File: src/rtl/rst_ctl_pkg.sv
// Purpose: Shared constants and carrier types for the reset, stop and halt controller
// Assumes: One system clock at 250 MHz
// Notes:   Timing figures are kept in their own units and turned into cycle counts here
package rst_ctl_pkg;

  localparam int unsigned CLK_PERIOD_NS     = 4;
  localparam int unsigned RST_HOLD_NS       = 1000;
  localparam int unsigned XTAL_EXTRA_NS     = 4000;
  localparam int unsigned SMR_DELAY_NS      = 400;
  localparam int unsigned SMR_MIN_PULSE_NS  = 40;

  localparam int unsigned RST_HOLD_CYC      = (RST_HOLD_NS + CLK_PERIOD_NS - 1) / CLK_PERIOD_NS;
  localparam int unsigned XTAL_EXTRA_CYC    = (XTAL_EXTRA_NS + CLK_PERIOD_NS - 1) / CLK_PERIOD_NS;
  localparam int unsigned SMR_DELAY_CYC     = (SMR_DELAY_NS + CLK_PERIOD_NS - 1) / CLK_PERIOD_NS;
  localparam int unsigned SMR_MIN_PULSE_CYC = (SMR_MIN_PULSE_NS + CLK_PERIOD_NS - 1)
                                              / CLK_PERIOD_NS;

  localparam int unsigned CNT_W             = 12;
  localparam int unsigned GPIO_W            = 24;
  localparam int unsigned PERIPH_W          = 8;

  localparam int unsigned DBG_CTL_RESET_BIT = 0;

  typedef enum logic [2:0] {
    RST_POR,
    RST_BROWNOUT,
    RST_WATCHDOG,
    RST_PIN,
    RST_DEBUG
  } rst_src_idx_t;

  typedef struct packed {
    logic por;
    logic brownout;
    logic watchdog;
    logic pin;
    logic debug;
  } rst_cause_t;

  typedef struct packed {
    logic watchdog_timeout_flag;
    logic stop_recovery;
    logic stop_short_pulse;
  } wake_flags_t;

endpackage

File: src/rtl/sync_stretch.sv
// Purpose: Two-flop synchroniser with a hold stretch of hold_i cycles after release
// Assumes: Input asynchronous; clock enable freezes the counter
// Notes:   First flop feeds only the second flop
module sync_stretch #(
  parameter int unsigned CNT_W = 12
) (
  input  wire logic             clk_i,
  input  wire logic             rst_i,
  input  wire logic             ce_i,
  input  wire logic             src_i,
  input  wire logic [CNT_W-1:0] hold_i,
  output logic                  out_o
);

  logic             meta_ff;
  logic             sync_ff;
  logic [CNT_W-1:0] cnt_ff;
  logic [CNT_W-1:0] nxt_cnt;
  logic             out_ff;
  logic             nxt_out;

  always_comb begin
    nxt_cnt = cnt_ff;
    nxt_out = out_ff;
    if (sync_ff) begin
      nxt_cnt = hold_i;
      nxt_out = 1'b1;
    end else if (cnt_ff != '0) begin
      nxt_cnt = cnt_ff - 1'b1;
      nxt_out = 1'b1;
    end else begin
      nxt_out = 1'b0;
    end
  end

  always_ff @(posedge clk_i or posedge rst_i) begin
    if (rst_i) begin
      meta_ff <= 1'b1;
      sync_ff <= 1'b1;
      cnt_ff  <= '0;
      out_ff  <= 1'b1;
    end else if (ce_i) begin
      meta_ff <= src_i;
      sync_ff <= meta_ff;
      cnt_ff  <= nxt_cnt;
      out_ff  <= nxt_out;
    end
  end

  assign out_o = out_ff;

endmodule

File: src/rtl/reset_stop_halt_controller.sv
// Purpose: Gathers reset sources, runs stop recovery and halt control for an 8-bit MCU
// Assumes: Inputs synchronous except reset sources, which are synchronised here
// Notes:   Reset pin is open drain: output low with enable high while in reset
import rst_ctl_pkg::*;

// Contract
// - Power-on or brownout raises system reset
// - Watchdog resets only when reset option selected
// - Reset pin acts only when alternate enabled
// - Debugger control bit 0 issues reset
// - Pin low resets; device drives pin low
// - Pin pulled low during any internal reset
// - Crystal option lengthens reset duration
// - STOP wakes on watchdog or enabled pin
// - Stop recovery flag set after recovery
// - Watchdog in STOP sets both flags
// - Interrupt watchdog wakes then requests service
// - Reset pin in STOP gives full reset
// - Debug pin low in STOP resets
// - Either edge on source pin wakes
// - Short pulse no wake; status flag set
// - Input data latched only if level persists
// - Halt stops CPU; clocks, peripherals run
// - Watchdog oscillator and count run in HALT
// - HALT exits on interrupt, watchdog, resets
// - Each peripheral disabled individually by software
// - Disable gates peripheral clock or power
module reset_stop_halt_controller #(
  parameter int unsigned GPIO_N    = GPIO_W,
  parameter int unsigned PERIPH_N  = PERIPH_W,
  parameter int unsigned HOLD_CYC  = RST_HOLD_CYC,
  parameter int unsigned XTAL_CYC  = XTAL_EXTRA_CYC,
  parameter int unsigned SMR_CYC   = SMR_DELAY_CYC,
  parameter int unsigned PULSE_CYC = SMR_MIN_PULSE_CYC
) (
  input  wire logic                REF_CLK_I,
  input  wire logic                RST_I,
  input  wire logic                CE_I,
  input  wire logic                POR_I,
  input  wire logic                BROWNOUT_DETECT_I,
  input  wire logic                WDT_TIMEOUT_I,
  input  wire logic                WATCHDOG_RESET_SELECT_OPTION_I,
  input  wire logic                WDT_ENABLE_I,
  input  wire logic                RESET_PIN_I,
  input  wire logic                RESET_PIN_ALT_EN_I,
  input  wire logic [7:0]          DEBUGGER_CONTROL_REGISTER_I,
  input  wire logic                SERIAL_DEBUG_PIN_I,
  input  wire logic                XTAL_OPTION_I,
  input  wire logic                STOP_REQ_I,
  input  wire logic                HALT_REQ_I,
  input  wire logic                IRQ_PENDING_I,
  input  wire logic                IRQ_GLOBAL_EN_I,
  input  wire logic [GPIO_N-1:0]   GPIO_I,
  input  wire logic [GPIO_N-1:0]   SMR_SRC_EN_I,
  input  wire logic                FLAG_CLR_I,
  input  wire logic [PERIPH_N-1:0] PERIPH_DISABLE_I,
  output logic                     RESET_PIN_O,
  output logic                     RESET_PIN_OE_O,
  output logic                     SYS_RESET_O,
  output rst_ctl_pkg::rst_cause_t  RESET_CAUSE_O,
  output rst_ctl_pkg::wake_flags_t WAKE_FLAGS_O,
  output logic                     CPU_RUN_O,
  output logic                     SYS_CLK_EN_O,
  output logic                     WDT_CLK_EN_O,
  output logic                     WDT_IRQ_O,
  output logic [GPIO_N-1:0]        PORT_INPUT_DATA_REGISTER_O,
  output logic                     STOP_O,
  output logic                     HALT_O,
  output logic [PERIPH_N-1:0]      PERIPH_CLK_EN_O,
  output logic [PERIPH_N-1:0]      PERIPH_PWR_EN_O
);

  import rst_ctl_pkg::*;

  typedef enum logic [1:0] {
    S_RUN,
    S_HALT,
    S_STOP,
    S_RECOVER
  } pwr_state_t;

  localparam logic [CNT_W-1:0] HOLD_N     = CNT_W'(HOLD_CYC);
  localparam logic [CNT_W-1:0] HOLD_XTAL  = CNT_W'(HOLD_CYC + XTAL_CYC);
  localparam logic [CNT_W-1:0] SMR_N      = CNT_W'(SMR_CYC);
  localparam logic [CNT_W-1:0] PULSE_N    = CNT_W'(PULSE_CYC);

  logic             async_src;
  logic             rst_stretched;
  logic [CNT_W-1:0] hold_sel;
  logic             in_stop;
  logic             wdt_rst_en;
  logic             pin_rst_en;
  logic             stop_pin_rst;
  pwr_state_t       state_ff;
  pwr_state_t       nxt_state;
  logic             sys_rst_ff;

  // Watchdog and reset pin sources are gated by their options first; all are synchronised there
  assign in_stop      = (state_ff == S_STOP) || (state_ff == S_RECOVER);
  assign wdt_rst_en   = WDT_TIMEOUT_I && WATCHDOG_RESET_SELECT_OPTION_I && !in_stop;
  // Our own pull-down is masked, else an enabled pin would hold reset for ever
  assign pin_rst_en   = !RESET_PIN_I && RESET_PIN_ALT_EN_I && !sys_rst_ff;
  assign stop_pin_rst = in_stop && !SERIAL_DEBUG_PIN_I;
  assign async_src    = POR_I || BROWNOUT_DETECT_I
                        || wdt_rst_en || pin_rst_en
                        || DEBUGGER_CONTROL_REGISTER_I[DBG_CTL_RESET_BIT]
                        || stop_pin_rst;
  assign hold_sel     = XTAL_OPTION_I ? HOLD_XTAL : HOLD_N;

  sync_stretch #(
    .CNT_W (CNT_W)
  ) u_rst_sync (
    .clk_i  (REF_CLK_I),
    .rst_i  (RST_I),
    .ce_i   (CE_I),
    .src_i  (async_src),
    .hold_i (hold_sel),
    .out_o  (rst_stretched)
  );

  // Power state machine
  logic [CNT_W-1:0]  smr_cnt_ff;
  logic [CNT_W-1:0]  nxt_smr_cnt;
  logic [CNT_W-1:0]  pulse_cnt_ff;
  logic [CNT_W-1:0]  nxt_pulse_cnt;
  logic [GPIO_N-1:0] gpio_ref_ff;
  logic [GPIO_N-1:0] nxt_gpio_ref;
  logic [GPIO_N-1:0] pin_data_ff;
  logic [GPIO_N-1:0] nxt_pin_data;
  logic [GPIO_N-1:0] pin_change;
  logic              wake_by_wdt_ff;
  logic              nxt_wake_by_wdt;
  logic              wake_by_pin_ff;
  logic              nxt_wake_by_pin;
  logic              gpio_wake;
  logic              pulse_still;
  wake_flags_t       flags_ff;
  wake_flags_t       nxt_flags;
  rst_cause_t        cause_ff;
  rst_cause_t        nxt_cause;
  logic              wdt_irq_ff;
  logic              nxt_wdt_irq;

  // Per-pin change detect against the level seen on entry to STOP
  genvar g;
  generate
    for (g = 0; g < GPIO_N; g++) begin : g_pin
      assign pin_change[g] = SMR_SRC_EN_I[g] && (GPIO_I[g] != gpio_ref_ff[g]);
    end
  endgenerate
  assign gpio_wake   = |pin_change;
  assign pulse_still = gpio_wake;

  always_comb begin
    nxt_state       = state_ff;
    nxt_smr_cnt     = smr_cnt_ff;
    nxt_pulse_cnt   = pulse_cnt_ff;
    nxt_gpio_ref    = gpio_ref_ff;
    nxt_pin_data    = pin_data_ff;
    nxt_wake_by_wdt = wake_by_wdt_ff;
    nxt_wake_by_pin = wake_by_pin_ff;
    nxt_flags       = flags_ff;
    nxt_wdt_irq     = 1'b0;
    if (FLAG_CLR_I) begin
      nxt_flags = '0;
    end
    case (state_ff)
      S_RUN: begin
        nxt_pin_data = GPIO_I;
        nxt_gpio_ref = GPIO_I;
        if (STOP_REQ_I) begin
          nxt_state = S_STOP;
        end else if (HALT_REQ_I) begin
          nxt_state = S_HALT;
        end
      end
      S_HALT: begin
        nxt_pin_data = GPIO_I;
        // Watchdog of either type or an interrupt ends HALT; resets act via reset path
        if (IRQ_PENDING_I || WDT_TIMEOUT_I) begin
          nxt_state   = S_RUN;
          nxt_wdt_irq = WDT_TIMEOUT_I && !WATCHDOG_RESET_SELECT_OPTION_I;
        end
      end
      S_STOP: begin
        // Input data register frozen in STOP
        if (WDT_TIMEOUT_I || gpio_wake) begin
          nxt_state       = S_RECOVER;
          nxt_smr_cnt     = SMR_N;
          nxt_pulse_cnt   = '0;
          nxt_wake_by_wdt = WDT_TIMEOUT_I;
          nxt_wake_by_pin = gpio_wake && !WDT_TIMEOUT_I;
        end
      end
      S_RECOVER: begin
        if (pulse_still && pulse_cnt_ff != PULSE_N) begin
          nxt_pulse_cnt = pulse_cnt_ff + 1'b1;
        end
        if (smr_cnt_ff != '0) begin
          nxt_smr_cnt = smr_cnt_ff - 1'b1;
        end else if (wake_by_pin_ff && pulse_cnt_ff != PULSE_N) begin
          // Pulse too short: back to STOP, report it in status
          nxt_state                  = S_STOP;
          nxt_flags.stop_short_pulse = 1'b1;
        end else begin
          // Registers are kept; only clock and CPU restart
          nxt_state                = S_RUN;
          nxt_flags.stop_recovery  = 1'b1;
          nxt_pin_data             = GPIO_I;
          if (wake_by_wdt_ff) begin
            nxt_flags.watchdog_timeout_flag = 1'b1;
            nxt_wdt_irq = !WATCHDOG_RESET_SELECT_OPTION_I && IRQ_GLOBAL_EN_I;
          end
        end
      end
      default: begin
        nxt_state = S_RUN;
      end
    endcase
  end

  // Sticky reset cause; a new cause wins over a clear
  always_comb begin
    nxt_cause = cause_ff;
    if (FLAG_CLR_I) begin
      nxt_cause = '0;
    end
    if (POR_I) nxt_cause.por = 1'b1;
    if (BROWNOUT_DETECT_I) nxt_cause.brownout = 1'b1;
    if (wdt_rst_en) nxt_cause.watchdog = 1'b1;
    if (pin_rst_en || stop_pin_rst) nxt_cause.pin = 1'b1;
    if (DEBUGGER_CONTROL_REGISTER_I[DBG_CTL_RESET_BIT]) nxt_cause.debug = 1'b1;
  end

  always_ff @(posedge REF_CLK_I or posedge RST_I) begin
    if (RST_I) begin
      state_ff       <= S_RUN;
      smr_cnt_ff     <= '0;
      pulse_cnt_ff   <= '0;
      gpio_ref_ff    <= '0;
      pin_data_ff    <= '0;
      wake_by_wdt_ff <= 1'b0;
      wake_by_pin_ff <= 1'b0;
      flags_ff       <= '0;
      cause_ff       <= '0;
      wdt_irq_ff     <= 1'b0;
    end else if (CE_I) begin
      if (rst_stretched) begin
        state_ff       <= S_RUN;
        smr_cnt_ff     <= '0;
        pulse_cnt_ff   <= '0;
        wake_by_wdt_ff <= 1'b0;
        wake_by_pin_ff <= 1'b0;
        flags_ff       <= '0;
        wdt_irq_ff     <= 1'b0;
        pin_data_ff    <= nxt_pin_data;
        gpio_ref_ff    <= nxt_gpio_ref;
      end else begin
        state_ff       <= nxt_state;
        smr_cnt_ff     <= nxt_smr_cnt;
        pulse_cnt_ff   <= nxt_pulse_cnt;
        gpio_ref_ff    <= nxt_gpio_ref;
        pin_data_ff    <= nxt_pin_data;
        wake_by_wdt_ff <= nxt_wake_by_wdt;
        wake_by_pin_ff <= nxt_wake_by_pin;
        flags_ff       <= nxt_flags;
        wdt_irq_ff     <= nxt_wdt_irq;
      end
      cause_ff <= nxt_cause;
    end
  end

  // Registered outputs
  logic                stop_ff;
  logic                halt_ff;
  logic                cpu_run_ff;
  logic                sys_clk_en_ff;
  logic                wdt_clk_en_ff;
  logic [PERIPH_N-1:0] periph_en_ff;

  always_ff @(posedge REF_CLK_I or posedge RST_I) begin
    if (RST_I) begin
      sys_rst_ff    <= 1'b1;
      cpu_run_ff    <= 1'b0;
      stop_ff       <= 1'b0;
      halt_ff       <= 1'b0;
      sys_clk_en_ff <= 1'b1;
      wdt_clk_en_ff <= 1'b1;
      periph_en_ff  <= '0;
    end else if (CE_I) begin
      sys_rst_ff    <= rst_stretched;
      cpu_run_ff    <= !rst_stretched && (nxt_state == S_RUN);
      sys_clk_en_ff <= rst_stretched || !(nxt_state == S_STOP);
      wdt_clk_en_ff <= WDT_ENABLE_I || nxt_state != S_STOP;
      periph_en_ff  <= rst_stretched ? '0 : ~PERIPH_DISABLE_I;
      stop_ff       <= !rst_stretched && (nxt_state == S_STOP);
      halt_ff       <= !rst_stretched && (nxt_state == S_HALT);
    end
  end

  assign SYS_RESET_O                = sys_rst_ff;
  assign RESET_PIN_O                = 1'b0;
  assign RESET_PIN_OE_O             = sys_rst_ff;
  assign RESET_CAUSE_O              = cause_ff;
  assign WAKE_FLAGS_O               = flags_ff;
  assign CPU_RUN_O                  = cpu_run_ff;
  assign SYS_CLK_EN_O               = sys_clk_en_ff;
  assign WDT_CLK_EN_O               = wdt_clk_en_ff;
  assign WDT_IRQ_O                  = wdt_irq_ff;
  assign PORT_INPUT_DATA_REGISTER_O = pin_data_ff;
  assign STOP_O                     = stop_ff;
  assign HALT_O                     = halt_ff;
  assign PERIPH_CLK_EN_O            = periph_en_ff;
  assign PERIPH_PWR_EN_O            = periph_en_ff;

endmodule

File: config.mk
export PLATFORM = sky130hd
export DESIGN_NAME = reset_stop_halt_controller
export DESIGN_NICKNAME = d
export VERILOG_FILES = /design/src/rtl/rst_ctl_pkg.sv /design/src/rtl/sync_stretch.sv /design/src/rtl/reset_stop_halt_controller.sv
export SDC_FILE = /design/constraint.sdc
export NUM_CORES = 1
export LEC_CHECK = 0
export ABC_AREA = 1
export BUFFER_PORTS_ARGS = -buffer_cell sky130_fd_sc_hd__buf_2
export CORE_UTILIZATION = 54
export DETAILED_ROUTE_END_ITERATION = 16
export PLACE_DENSITY_LB_ADDON = 0.08
export SLEW_MARGIN = 20
export SYNTH_ARGS = -nofsm -noshare
export SYNTH_HDL_FRONTEND = slang
export SYNTH_SLANG_ARGS = --single-unit
File: constraint.sdc
create_clock -name REF_CLK_I -period 4.3 [get_ports REF_CLK_I]
set_clock_uncertainty 0.1 [all_clocks]
set_input_delay 0.86 -clock REF_CLK_I [delete_from_list [all_inputs] [get_ports REF_CLK_I]]
set_output_delay 0.86 -clock REF_CLK_I [all_outputs]
set_load 0.1 [all_outputs]
After elaboration in Yosys (flattened, before gate mapping)
Cells that the tools add are included.

storage, ports and cells
  memory bits (read-only) = 0
  logic and storage cells = 200
  latch bits = 0
  register bits = 114
  memories kept = 0
  RAM bits = 0
  output and inout bits = 57
  bits of input ports = 81

operators by class
  div/mod/pow operators = 0
  bitwise gates (word level) = 1
  shift operators = 0
  multiplexer cells = 50
  equality and inequality tests = 36
  reduce and logical (&&, ||, !) cells = 83
  $lt $le $gt $ge = 0
  add/subtract/negate cells = 3
  multipliers = 0

operator list
  operator                 count
  $mux W12                 8
  $mux W24                 2
  $pmux W12 S2             2
  $pmux W24 S2             1
  $logic_and A1 B1 Y1      37
  $ne A1 B1 Y1             24
  $reduce_bool A12 Y1      2
  $reduce_or A24 Y1        1
  $sub A12 B1 Y12 const B  2
  $mux W1                  20
  $reduce_bool A2 Y1       9
  $mux W2                  8
  $reduce_and A2 Y1        7
  $add A12 B1 Y12 const B  1
  $mux W3                  4
  $ne A12 B4 Y1 const B    1
  $reduce_and A4 Y1        3
  $logic_or A1 B1 Y1       11
  $mux W11                 1
  $ne A3 B1 Y1 const B     3
  $logic_not A1 Y1         8
  $mux W8                  1
  $not A8 Y8               1
  $pmux W2 S4              1
  other kinds (9)          15

Logic depth before layout (Yosys ltp)
Gate-level depths: netlist (run 1).

  depth in word-level cells = 9
  gate-level depth with buffers = 14
  depth with buffers taken out = 13

Cells and area by module
A second synthesis (run 1) with hierarchy kept.

second synthesis, totals
  cell total of the unflattened synthesis = 832
  area, all modules = 6301.0 um2

modules (own cells, without submodules)
  module                      seq. area each (um2)  cells each  area an instance (um2)  times used
  reset_stop_halt_controller  2481.1                679         5268.8                  1
  sync_stretch                379.1                 153         1032.2                  1

Least setup slack after synthesis (run 1)
OpenSTA, ideal clock, no wires.

  kind = register to output
  start = register periph_en_ff[0] (netlist: PERIPH_CLK_EN_O[0])
  end = output port PERIPH_PWR_EN_O[0]
  slack = 2.000 ns
  required time = 3.340 ns
  cell stages (with the launch flop) = 2
  path buffers = 1
  arrival = 1.340 ns
  path through = dfrtp_1 -> buf_4

RTL lines
  what                      line                               source
  start: declaration        reset_stop_halt_controller.sv:279  logic [PERIPH_N-1:0] periph_en_ff;
  start signal: assignment  reset_stop_halt_controller.sv:295  periph_en_ff <= rst_stretched ? '0 : ~PERIPH_DISABLE_I;
  end: declaration          reset_stop_halt_controller.sv:70   output logic [PERIPH_N-1:0] PERIPH_PWR_EN_O

No word-level cell between the ends.

Final worst setup path (run 1)
  start = register sys_rst_ff (netlist: RESET_PIN_OE_O)
  end = output port SYS_RESET_O

RTL lines
  what                      line                               source
  start: declaration        reset_stop_halt_controller.sv:96   logic sys_rst_ff;
  start signal: assignment  reset_stop_halt_controller.sv:291  sys_rst_ff <= rst_stretched;
  end: declaration          reset_stop_halt_controller.sv:59   output logic SYS_RESET_O,

No word-level cell between the ends.

==> results of run 1 <==
routing by layer:
layer | part of all wire [%] | vias to the layer above
li1 | - | 2659
met1 | 43 | 2437
met2 | 48 | 145
met3 | 6.7 | 21
met4 | 1.6 | 0
met5 | 0 | -
synth_stat cells, drive strengths merged (2+ instances only):
cell type  count  area (µm²)
nand3         53         275
buf           23         178
nor2          54         243
xor2          10        95.1
a22oi          2        15.0
nand4         19         119
ha             4        50.1
o21ai        105         571
inv           86         325
nor4           2        12.5
clkbuf        11        42.5
o22ai          2        12.5
o31ai          2        15.0
or2           10        62.6
dfrtp        108        2700
a21oi          9        48.8
nor3          10        71.3
dfstp          6         158
nand2        232         913
cell families after synthesis:
kind of cell	count (synthesis)	synth area share, %
XOR/XNOR	11	1.74
buffers and inverters	120	9.14
AO/OA/AOI/OAI	125	11.8
other	1	0.0628
AND/OR/NAND/NOR	381	28.5
adder cells (fa/ha/maj)	4	0.838
flip-flops	114	47.9
final cells by class:
cell class,count,area [µm²]
Fill cell,910,3620
Sequential cell,114,2860
Multi-Input combinational cell,522,2560
Timing Repair Buffer,132,681
Clock buffer,27,512
Inverter,86,328
Tap cell,140,175
Clock inverter,5,50.0
Antenna cell,1,2.50
worst max path at each step:
stage / start / end / slack (ps) / cells past startpoint
2_1_floorplan: RST_I / CPU_RUN_O / 330 / 1
3_3_place_gp: CE_I / SYS_CLK_EN_O / 1410 / 8
3_5_place_dp: CE_I / SYS_CLK_EN_O / 1390 / 8
4_1_cts: RESET_PIN_OE_O / RESET_PIN_OE_O / 1840 / 1
5_1_grt: state_ff[0] / PORT_INPUT_DATA_REGISTER_O[16] / 1670 / 7
6_report: RESET_PIN_OE_O / SYS_RESET_O / 1860 / 1
registers in the layout, indices dropped and copies added, names as in the netlist:
| signal | flops |
|---|---|
| PORT_INPUT_DATA_REGISTER_O | 24 |
| gpio_ref_ff | 24 |
| pulse_cnt_ff | 12 |
| smr_cnt_ff | 12 |
| u_rst_sync.cnt_ff | 12 |
| PERIPH_CLK_EN_O | 8 |
| RESET_CAUSE_O | 5 |
| WAKE_FLAGS_O | 3 |
| state_ff | 2 |
| CPU_RUN_O | 1 |
| HALT_O | 1 |
| RESET_PIN_OE_O | 1 |
| STOP_O | 1 |
| SYS_CLK_EN_O | 1 |
| WDT_CLK_EN_O | 1 |
| WDT_IRQ_O | 1 |
| u_rst_sync.meta_ff | 1 |
| u_rst_sync.out_o | 1 |
| u_rst_sync.sync_ff | 1 |
| wake_by_pin_ff | 1 |
| wake_by_wdt_ff | 1 |
metrics by stage:
| step | worst slack [ps] | cell area [µm²] | utilization (%) | cells |
|---|---|---|---|---|
| after floorplan | 334 | 5970 | - | 756 |
| after global placement | 1410 | 6610 | 61.2 | 994 |
| after detailed placement | 1390 | 6610 | 61.2 | 994 |
| after CTS | 1840 | 7170 | 66.4 | 1026 |
| after global routing | 1670 | 7170 | 66.4 | 1026 |
| final | 1860 | 7170 | 66.5 | 1027 |
power groups by stage:
stage               combinational [mW]  clock (mW)  sequential, mW
floorplan                        0.391           0            1.72
global placement                 0.962           0            1.30
detailed placement               0.978           0            1.31
CTS                              0.984        1.34            1.30
global route                      1.05        1.39            1.31
finish                           0.978        1.32            1.30
==> implementation parameters, run 1 <==
Parameter                              Value

Floorplan
  Die height    107 µm
  Die width    107 µm
  Row count    38
  Overall die area    11500 µm²
  Starting density of the core    55.3%
  I/O pin count    138
  Placeable core region    10800 µm²

Yosys
  Synthesis Warnings    0
  Predominant post-synthesis flop cell    sky130_fd_sc_hd__dfrtp_1
  Number of enable-type register cells in the synthesized netlist    0
  Portion of the post-synthesis area used by sequential elements    47.9%
  Share of flip-flops with an asynchronous set or reset    100%
  FF+latch count, synth    114
  Number of cells produced by synthesis    756
  Netlist area before placement    5970 µm²
  Count of different cell masters after synthesis    46
  Mean Syn Cell Area    7.90 µm²
  Synthesized Nets    841

Clock tree
  Buffer depth of the longest clock path    2
  TritonCTS clock tree    yes
  Post-CTS Setup Inserts    0
  Number of buffers inserted for hold repair after clock tree synthesis    0
  TritonCTS sink count    114
  Clock buffers created by TritonCTS    17
  Post-CTS resize count    0
  Later-pin clock latency in the skew report    520 ps
  Clock root buffer master    sky130_fd_sc_hd__clkbuf_8
  Clock transition at the registers of the reported paths    60 ps
  H-Tree Depth    4

Layout
  Fraction of layout instances using a drive strength above 1    24.0%
  Area growth from synthesis to final layout    20.1%
  Number of nets in the layout    958
  Leading cell types in the layout, fill and taps excluded    223 x sky130_fd_sc_hd__nand2_1, 129 x sky130_fd_sc_hd__buf_2, 108 x sky130_fd_sc_hd__dfrtp_1
  Most common cell after layout, fill and taps aside    sky130_fd_sc_hd__nand2_1

Flow run
  Max-capacitance violation count    0

Power and ir drop
  Pleak    3.64 nW
  Reg power frac    36.1%
  Sw power    1.34 mW
  Maximum vdd drop    0.335 mV
  Design internal power    2.26 mW
  Sw Ratio    37.2%
  Power density over cell area    501 nW/µm²
  Combinational cell fraction of total power    27.2%
  Clock power share    36.7%
  Final total power    3.59 mW

Setup path
  CP Buf/Inv Count    1
  FF-to-FF Start    state_ff[0]
  Kind of critical path    flip-flop to output port
  Worst r2r dst    PORT_INPUT_DATA_REGISTER_O[16]
  Number of cells on the worst reg-to-reg path    6
  Data arrival time of the worst path    1480 ps
  CP max-delay cell    sky130_fd_sc_hd__dfstp_2
  Crit start category    flip-flop
  CP cell instances    buf_2
  Required time at the worst-slack endpoint    3340 ps
  Largest delay share family, worst path    flip-flops
  Flop2flop setup slack    1910 ps
  Highest net fanout along the worst path    3
  Longest individual stage delay on the worst path    540 ps
  CP Capture Type    output port

Global route
  Total global routing track utilization    25.6%
  Busiest grt layer    met2
  Global-route track usage on met3    8.33%
  Antenna violations before repair    0
  Pin count of the biggest net entering global routing    64
  Global Route met2 Usage    41.9%
  Via count of the first global-routing pass    4983
  Overall overflow remaining after global route    0
  Global-route wire length before repair    22.9 mm
  Met1 track demand over resource in global routing    31.5%

STA
  Ratio of final minimum period to clock period    56.8%
  Post-route minimum period    2440 ps
  Highest clock rate    409 MHz
  Count of final hold-check violations    0
  Unrepaired setup endpoints after global routing    false
  Slew HR    55.3%
  Setup-failing EPs final    0
  Actual slew at the worst max-slew pin    671 ps
  Worst hold-check slack    340 ps
  Post-route setup TNS    0 ps
  Count of pins over their slew limit    0

Drt
  Number of vias per cell after detailed routing    5.12
  Total iterations of the first detailed-routing run    5
  Vias after detailed routing    5262
  Routed WL per cell    13.4 µm
  1st-iter DRT viols    334
  Antenna viol nets, final    0
  Routed Wire Length    13.7 mm
  Total DRC errors in the routed layout    0

Placed design
  Number of port buffers    129
  Final Wtd Congestion    0.809
  Final HPWL DP    9.58 mm

Status
  Result of the run    complete, no violations

Worst hold path
  Class of the worst hold path    primary input to async pin
No activity file was read; power rests on OpenSTA's default activity.
==> inputs of run 2 (changes only) <==
- clock period: 4.3 -> 2.3 ns (I/O delays scaled with it)
==> run 2 against run 1 <==
Against the previous run: setup slack worse by 1600 ps; clock power up 110%; critical path depth up 9; register-to-register slack worse by 1700 ps; utilization up 1.1 points; flip-flop and latch count unchanged; largest cell class unchanged.
==> implementation parameters, run 2 (same netlist as run 1, synthesis figures left out) <==
Parameter                              Value

Setup path
  Data arrival time of the worst path    2420 ps
  CP Capture Type    flip-flop
  CP Buf/Inv Count    2
  Crit. Startpoint    pulse_cnt_ff[0]
  FF-to-FF Start    pulse_cnt_ff[0]
  Highest net fanout along the worst path    48
  Longest individual stage delay on the worst path    410 ps
  Crit start category    flip-flop
  CP cell instances    inv_1 > ha_1 > nand3_1 > nor2_1 > nand2_1 > nand3_1 > nand3_2 > buf_4 > nand2_1 > o21ai_1
  CP max-delay cell    sky130_fd_sc_hd__buf_4
  Required time at the worst-slack endpoint    2640 ps
  Kind of critical path    flip-flop to flip-flop
  Largest delay share family, worst path    simple AND/OR/NAND/NOR gates

Global route
  Antenna violations before repair    1
  Total global routing track utilization    25.3%
  Global-route wire length before repair    22.6 mm
  Pin count of the biggest net entering global routing    115
  Overall overflow remaining after global route    0
  Via count of the first global-routing pass    5032

Status
  Result of the run    complete, no violations

Power and ir drop
  Sw Ratio    35.9%
  Design internal power    4.53 mW
  Pleak    3.69 nW
  Combinational cell fraction of total power    25.9%
  Final total power    7.06 mW
  Power density over cell area    968 nW/µm²
  Maximum vdd drop    0.633 mV
  Reg power frac    34.4%
  Clock power share    39.7%
  Sw power    2.53 mW

Placed design
  Final Wtd Congestion    0.833
  DP Worst Slack    210 ps
  Final HPWL DP    9.38 mm
  Number of port buffers    129
  Cell count after placement    999
  DP Area    6650 µm²

STA
  Setup-failing EPs final    0
  Post-route setup TNS    0 ps
  Count of final hold-check violations    0
  Count of pins over their slew limit    0
  Post-route minimum period    2080 ps
  Highest clock rate    481 MHz
  Actual slew at the worst max-slew pin    615 ps
  Worst hold-check slack    1.81 ps
  Ratio of final minimum period to clock period    90.3%
  Slew HR    59.0%
  Unrepaired setup endpoints after global routing    false
  Least setup slack across all paths after layout    223 ps

Layout
  Leading cell types in the layout, fill and taps excluded    223 x sky130_fd_sc_hd__nand2_1, 129 x sky130_fd_sc_hd__buf_2, 108 x sky130_fd_sc_hd__dfrtp_1
  Most common cell after layout, fill and taps aside    sky130_fd_sc_hd__nand2_1
  Final core utilization    67.6%
  Area occupied by multi-input gates    2560 µm²
  Filler-free cell count of the finished design    1032
  Number of nets in the layout    964
  Cell area after layout    7290 µm²
  Area growth from synthesis to final layout    22.2%
  Fraction of layout instances using a drive strength above 1    24.7%
  Antenna diode count    0
  FF/Latch Area    2860 µm²
  # fillers    894

Clock tree
  TritonCTS sink count    114
  Number of buffers inserted for hold repair after clock tree synthesis    0
  Clock transition at the registers of the reported paths    60 ps
  Clock root buffer master    sky130_fd_sc_hd__clkbuf_8
  Post-CTS resize count    0
  Post-CTS Setup Inserts    0
  Clock buffers created by TritonCTS    17
  TritonCTS clock tree    yes
  Later-pin clock latency in the skew report    520 ps
  Buffer depth of the longest clock path    2
  H-Tree Depth    4

Flow run
  Max-capacitance violation count    0

Floorplan
  Row count    38
  Placeable core region    10800 µm²
  Die height    107 µm
  Overall die area    11500 µm²
  Starting density of the core    55.3%
  I/O pin count    138
  Die width    107 µm

Drt
  1st-iter DRT viols    339
  Routed Wire Length    13.6 mm
  Number of vias per cell after detailed routing    5.09
  Routed WL per cell    13.2 µm
  Vias after detailed routing    5252
  Total DRC errors in the routed layout    0
  Total iterations of the first detailed-routing run    5
  Antenna viol nets, final    0

Worst hold path
  Class of the worst hold path    primary input to async pin
-- run 2: cell types whose count changed in the layout (fill, tap and decap cells not counted), sizes merged --
cell         change
buf              +5
bufinv           +3
clkbuf           -3
clkinv           -3
clkinvlp         +4
diode            -1
dlygate4sd3      +1
inv              -1
-- run 2: power groups by stage --
stage	combinational, mW	sequential (mW)	clock [mW]
after floorplan	0.732	3.21	0
after global placement	1.81	2.44	0
after detailed placement	1.84	2.45	0
after CTS	1.84	2.43	2.84
after global routing	1.98	2.46	2.94
final	1.83	2.43	2.80
-- run 2: worst reg2reg max path: cells and delay by family (launching register included) --
| family | cells | cell delay, ps |
|---|---|---|
| compound gates | 1 | 100 |
| fa+ha+maj | 1 | 220 |
| buf+inv | 2 | 520 |
| flops | 1 | 390 |
| simple gates | 6 | 670 |
-- run 2: area by class of cell --
class                      count  share of cell area (%)
sequential                   114                    39.2
clock inverter                 8                    2.02
clock buffer                  24                    6.72
tap                          140                    2.40
inverter                      86                    4.51
timing repair buffer         138                    9.98
multi-input combinational    522                    35.1
-- run 2: path summary, 6_finish.rpt --
kind	slack (ps)	to	cells after the start
worst min-delay path	2	PORT_INPUT_DATA_REGISTER_O[15]	3
worst min register to register	390	PORT_INPUT_DATA_REGISTER_O[16]	2
min in group REF_CLK_I	30	PERIPH_CLK_EN_O[7]	2
max in group asynchronous	1610	smr_cnt_ff[3]	3
worst max register to register	220	PORT_INPUT_DATA_REGISTER_O[5]	10
worst max-delay path	220	PORT_INPUT_DATA_REGISTER_O[5]	10
-- run 2: metal layers --
metal	wire length [µm]	vias up	GRT usage, %	part of all wire (%)
met1	6020	2435	30.5	44
li1	-	2668	-	-
met2	6520	136	41.2	48
met3	951	13	10.2	7.0
met4	150	0	8.32	1.1
met5	0	-	0	0
==> inputs of run 3 (changes only) <==
- ABC_AREA: 1 -> default
- CORE_UTILIZATION: 54 -> 53
==> run 3 against run 2 <==
Against the previous run: the flow now finishes with violations (negative setup slack); final area grew 1.5%; flip-flop and latch count is the same; routed wire length is essentially flat; critical path depth fell by 1; utilization increased by 7.1 points; register-to-register slack lost 350 ps; setup slack worse by 350 ps; sequential share of layout area shrank 0.58 points; critical endpoint is now u_rst_sync.cnt_ff[7]; largest power group unchanged.
==> implementation parameters, run 3 <==
Parameter                              Value

STA
  Worst hold-check slack    84.6 ps
  Ratio of final minimum period to clock period    105%
  Least setup slack across all paths after layout    -125 ps
  Setup-failing EPs final    10
  Post-route minimum period    2420 ps
  Count of pins over their slew limit    0
  Post-route setup TNS    -869 ps
  Count of final hold-check violations    0
  Unrepaired setup endpoints after global routing    true
  Highest clock rate    412 MHz
  Slew HR    50.6%
  Actual slew at the worst max-slew pin    741 ps

Yosys
  Top cell types by occurrence after synthesis    108 x sky130_fd_sc_hd__dfrtp_1, 50 x sky130_fd_sc_hd__mux2_2, 34 x sky130_fd_sc_hd__nand2_1
  Yosys top cell area share    49.2%
  Synthesis Warnings    0
  Most instantiated library cell after synthesis    sky130_fd_sc_hd__dfrtp_1
  Post-Synth Adder-Cell Area    0.911%
  Library cell occupying the most area in the post-synthesis netlist    sky130_fd_sc_hd__dfrtp_1
  Mean Syn Cell Area    11.1 µm²
  Netlist area before placement    5490 µm²
  Portion of the post-synthesis area used by sequential elements    52.1%
  Number of enable-type register cells in the synthesized netlist    0
  Multiplexer fraction of the synthesized cell area    10.3%
  Share of flip-flops with an asynchronous set or reset    100%
  Predominant post-synthesis flop cell    sky130_fd_sc_hd__dfrtp_1
  Synthesized Nets    579
  Complex-gate fraction of the synthesized area    15.9%
  Number of cells produced by synthesis    494
  Dominant combinational cell family by area after synthesis    compound AO/OA/AOI/OAI gates
  FF+latch count, synth    114
  Count of different cell masters after synthesis    58
  Synth Area in Simple Gates    12.3%
  XOR/XNOR share of the synthesized area    4.62%
  Leading cell types by total area after synthesis    sky130_fd_sc_hd__dfrtp_1 49%, sky130_fd_sc_hd__mux2_2 10%, sky130_fd_sc_hd__xor2_1 4.0%

Worst hold path
  Class of the worst hold path    primary input to flip-flop

Layout
  Number of nets in the layout    765
  Leading cell types in the layout, fill and taps excluded    129 x sky130_fd_sc_hd__buf_2, 108 x sky130_fd_sc_hd__dfrtp_1, 56 x sky130_fd_sc_hd__buf_4
  Fraction of layout instances using a drive strength above 1    43.3%
  # fillers    713
  Area growth from synthesis to final layout    34.8%
  Antenna diode count    0
  Most common cell after layout, fill and taps aside    sky130_fd_sc_hd__buf_2
  Cell area after layout    7400 µm²

Status
  Result of the run    finished with violations
  Failing checks    negative setup slack

Clock tree
  Clock transition at the registers of the reported paths    60 ps
  Clock buffers created by TritonCTS    17
  H-Tree Depth    4
  TritonCTS sink count    114
  Clock root buffer master    sky130_fd_sc_hd__clkbuf_8
  Buffer depth of the longest clock path    2
  Later-pin clock latency in the skew report    530 ps
  TritonCTS clock tree    yes

Placed design
  Final Wtd Congestion    0.858
  Final HPWL DP    9.41 mm
  DP Area    6590 µm²
  Number of port buffers    129

Floorplan
  Row count    36
  Overall die area    10800 µm²
  Placeable core region    9910 µm²
  I/O pin count    138
  Die width    104 µm
  Starting density of the core    55.4%
  Die height    104 µm

Power and ir drop
  Pleak    3.42 nW
  Maximum vdd drop    0.811 mV
  Power density over cell area    942 nW/µm²

Setup path
  CP Capture Type    flip-flop
  Data arrival time of the worst path    2740 ps
  Crit start category    flip-flop
  Required time at the worst-slack endpoint    2620 ps
  Highest net fanout along the worst path    4
  Kind of critical path    flip-flop to flip-flop

Drt
  Routed Wire Length    13.6 mm
  Total DRC errors in the routed layout    0
  1st-iter DRT viols    208
  Vias after detailed routing    4603
  Antenna viol nets, final    0
  Routed WL per cell    16.5 µm
  Total iterations of the first detailed-routing run    4
  Number of vias per cell after detailed routing    5.57

Global route
  Pin count of the biggest net entering global routing    60
  Total global routing track utilization    27.1%
  Overall overflow remaining after global route    0
  Global-route wire length before repair    23.0 mm
  Via count of the first global-routing pass    4742
  Antenna violations before repair    0

Flow run
  Max-capacitance violation count    0
## run 3: changes by cell type in the layout (fill, tap and decap cells not counted), moves of 11 or more
cell | previous run | this run
sky130_fd_sc_hd__nand3_1 | 51 | 10
sky130_fd_sc_hd__xor2_1 | 9 | 25
sky130_fd_sc_hd__a21oi_1 | 8 | 20
sky130_fd_sc_hd__mux2_2 | 0 | 50
sky130_fd_sc_hd__o21ai_2 | 12 | 0
sky130_fd_sc_hd__nand4_1 | 19 | 5
sky130_fd_sc_hd__inv_1 | 82 | 12
sky130_fd_sc_hd__nand2_1 | 223 | 33
sky130_fd_sc_hd__o21ai_1 | 22 | 5
sky130_fd_sc_hd__a22oi_1 | 2 | 13
sky130_fd_sc_hd__nor2_1 | 46 | 18
sky130_fd_sc_hd__o21ai_0 | 71 | 28
sky130_fd_sc_hd__o2bb2ai_1 | 0 | 13
sky130_fd_sc_hd__buf_4 | 7 | 56
## run 3: worst paths after layout
check | depth (start not counted) | end | startpoint | slack [ps]
max in group asynchronous | 4 | pulse_cnt_ff[9] | RST_I | 940
setup / recovery | 9 | u_rst_sync.cnt_ff[7] | u_rst_sync.cnt_ff[0] | -120
setup reg to reg | 9 | u_rst_sync.cnt_ff[7] | u_rst_sync.cnt_ff[0] | -120
min in group asynchronous | 4 | PORT_INPUT_DATA_REGISTER_O[1] | RST_I | 450
hold / removal | 2 | RESET_CAUSE_O[4] | POR_I | 80
hold reg to reg | 1 | HALT_O | HALT_O | 380
## run 3: per-layer routing
metal / GRT usage (%) / wire length [µm]
met1: 34.7 / 5860
met2: 44.4 / 6880
met3: 7.36 / 647
met4: 9.49 / 255
met5: 0 / 0
## run 3: area by class of cell
class | instances | area [µm²] | area share [%]
sequential | 114 | 2860 | 38.6
multi-input combinational | 336 | 2520 | 34.1
timing repair buffer | 196 | 1200 | 16.2
clock buffer | 24 | 500 | 6.76
tap | 133 | 166 | 2.25
clock inverter | 8 | 98.8 | 1.34
inverter | 15 | 60.1 | 0.811
## run 3: repair_timing
| action | in CTS | in global routing |
|---|---|---|
| hold endpoints to repair | 57 | 0 |
| setup endpoints to repair | 11 | 50 |
| setup buffers | 3 | 2 |
| pin swaps | 1 | 8 |
| resized for setup | 5 | 17 |
| hold buffers | 9 | 0 |
## run 3: stage by stage
| step | worst slack [ps] | std cells | utilization [%] | power (mW) |
|---|---|---|---|---|
| 2_1_floorplan | -84.4 | 494 | - | 3.89 |
| 3_3_place_gp | -146 | 780 | 66.5 | 4.30 |
| 3_5_place_dp | -210 | 780 | 66.5 | 4.34 |
| 4_1_cts | -135 | 824 | 73.8 | 7.00 |
| 5_1_grt | -260 | 826 | 74.7 | 7.25 |
| 6_report | -125 | 826 | 74.7 | 6.97 |
## run 3: kinds of logic after synthesis
group / Yosys count
and+or+nand+nor: 125
adders and majority gates: 4
muxes: 50
other: 1
AOI/OAI and AO/OA: 127
xor gates and xnor gates: 29
buffers and inverters: 44
DFF: 114
## run 3: report_power, final
| part | internal (mW) | switching (mW) |
|---|---|---|
| Sequential | 2.25 | 0.161 |
| Clock | 1.71 | 0.901 |
| Combinational | 0.560 | 1.39 |
| Total | 4.52 | 2.45 |
## run 3: worst max-delay path, stage by stage, from the launching register on
cell                      delay (ps)
sky130_fd_sc_hd__dfrtp_1         380
sky130_fd_sc_hd__inv_2            70
sky130_fd_sc_hd__ha_4            120
sky130_fd_sc_hd__or4b_4          460
sky130_fd_sc_hd__or4_4           450
sky130_fd_sc_hd__o31ai_4         240
sky130_fd_sc_hd__or4_4           210
sky130_fd_sc_hd__nor3_2           40
sky130_fd_sc_hd__xnor2_1         150
sky130_fd_sc_hd__nand2_1          70
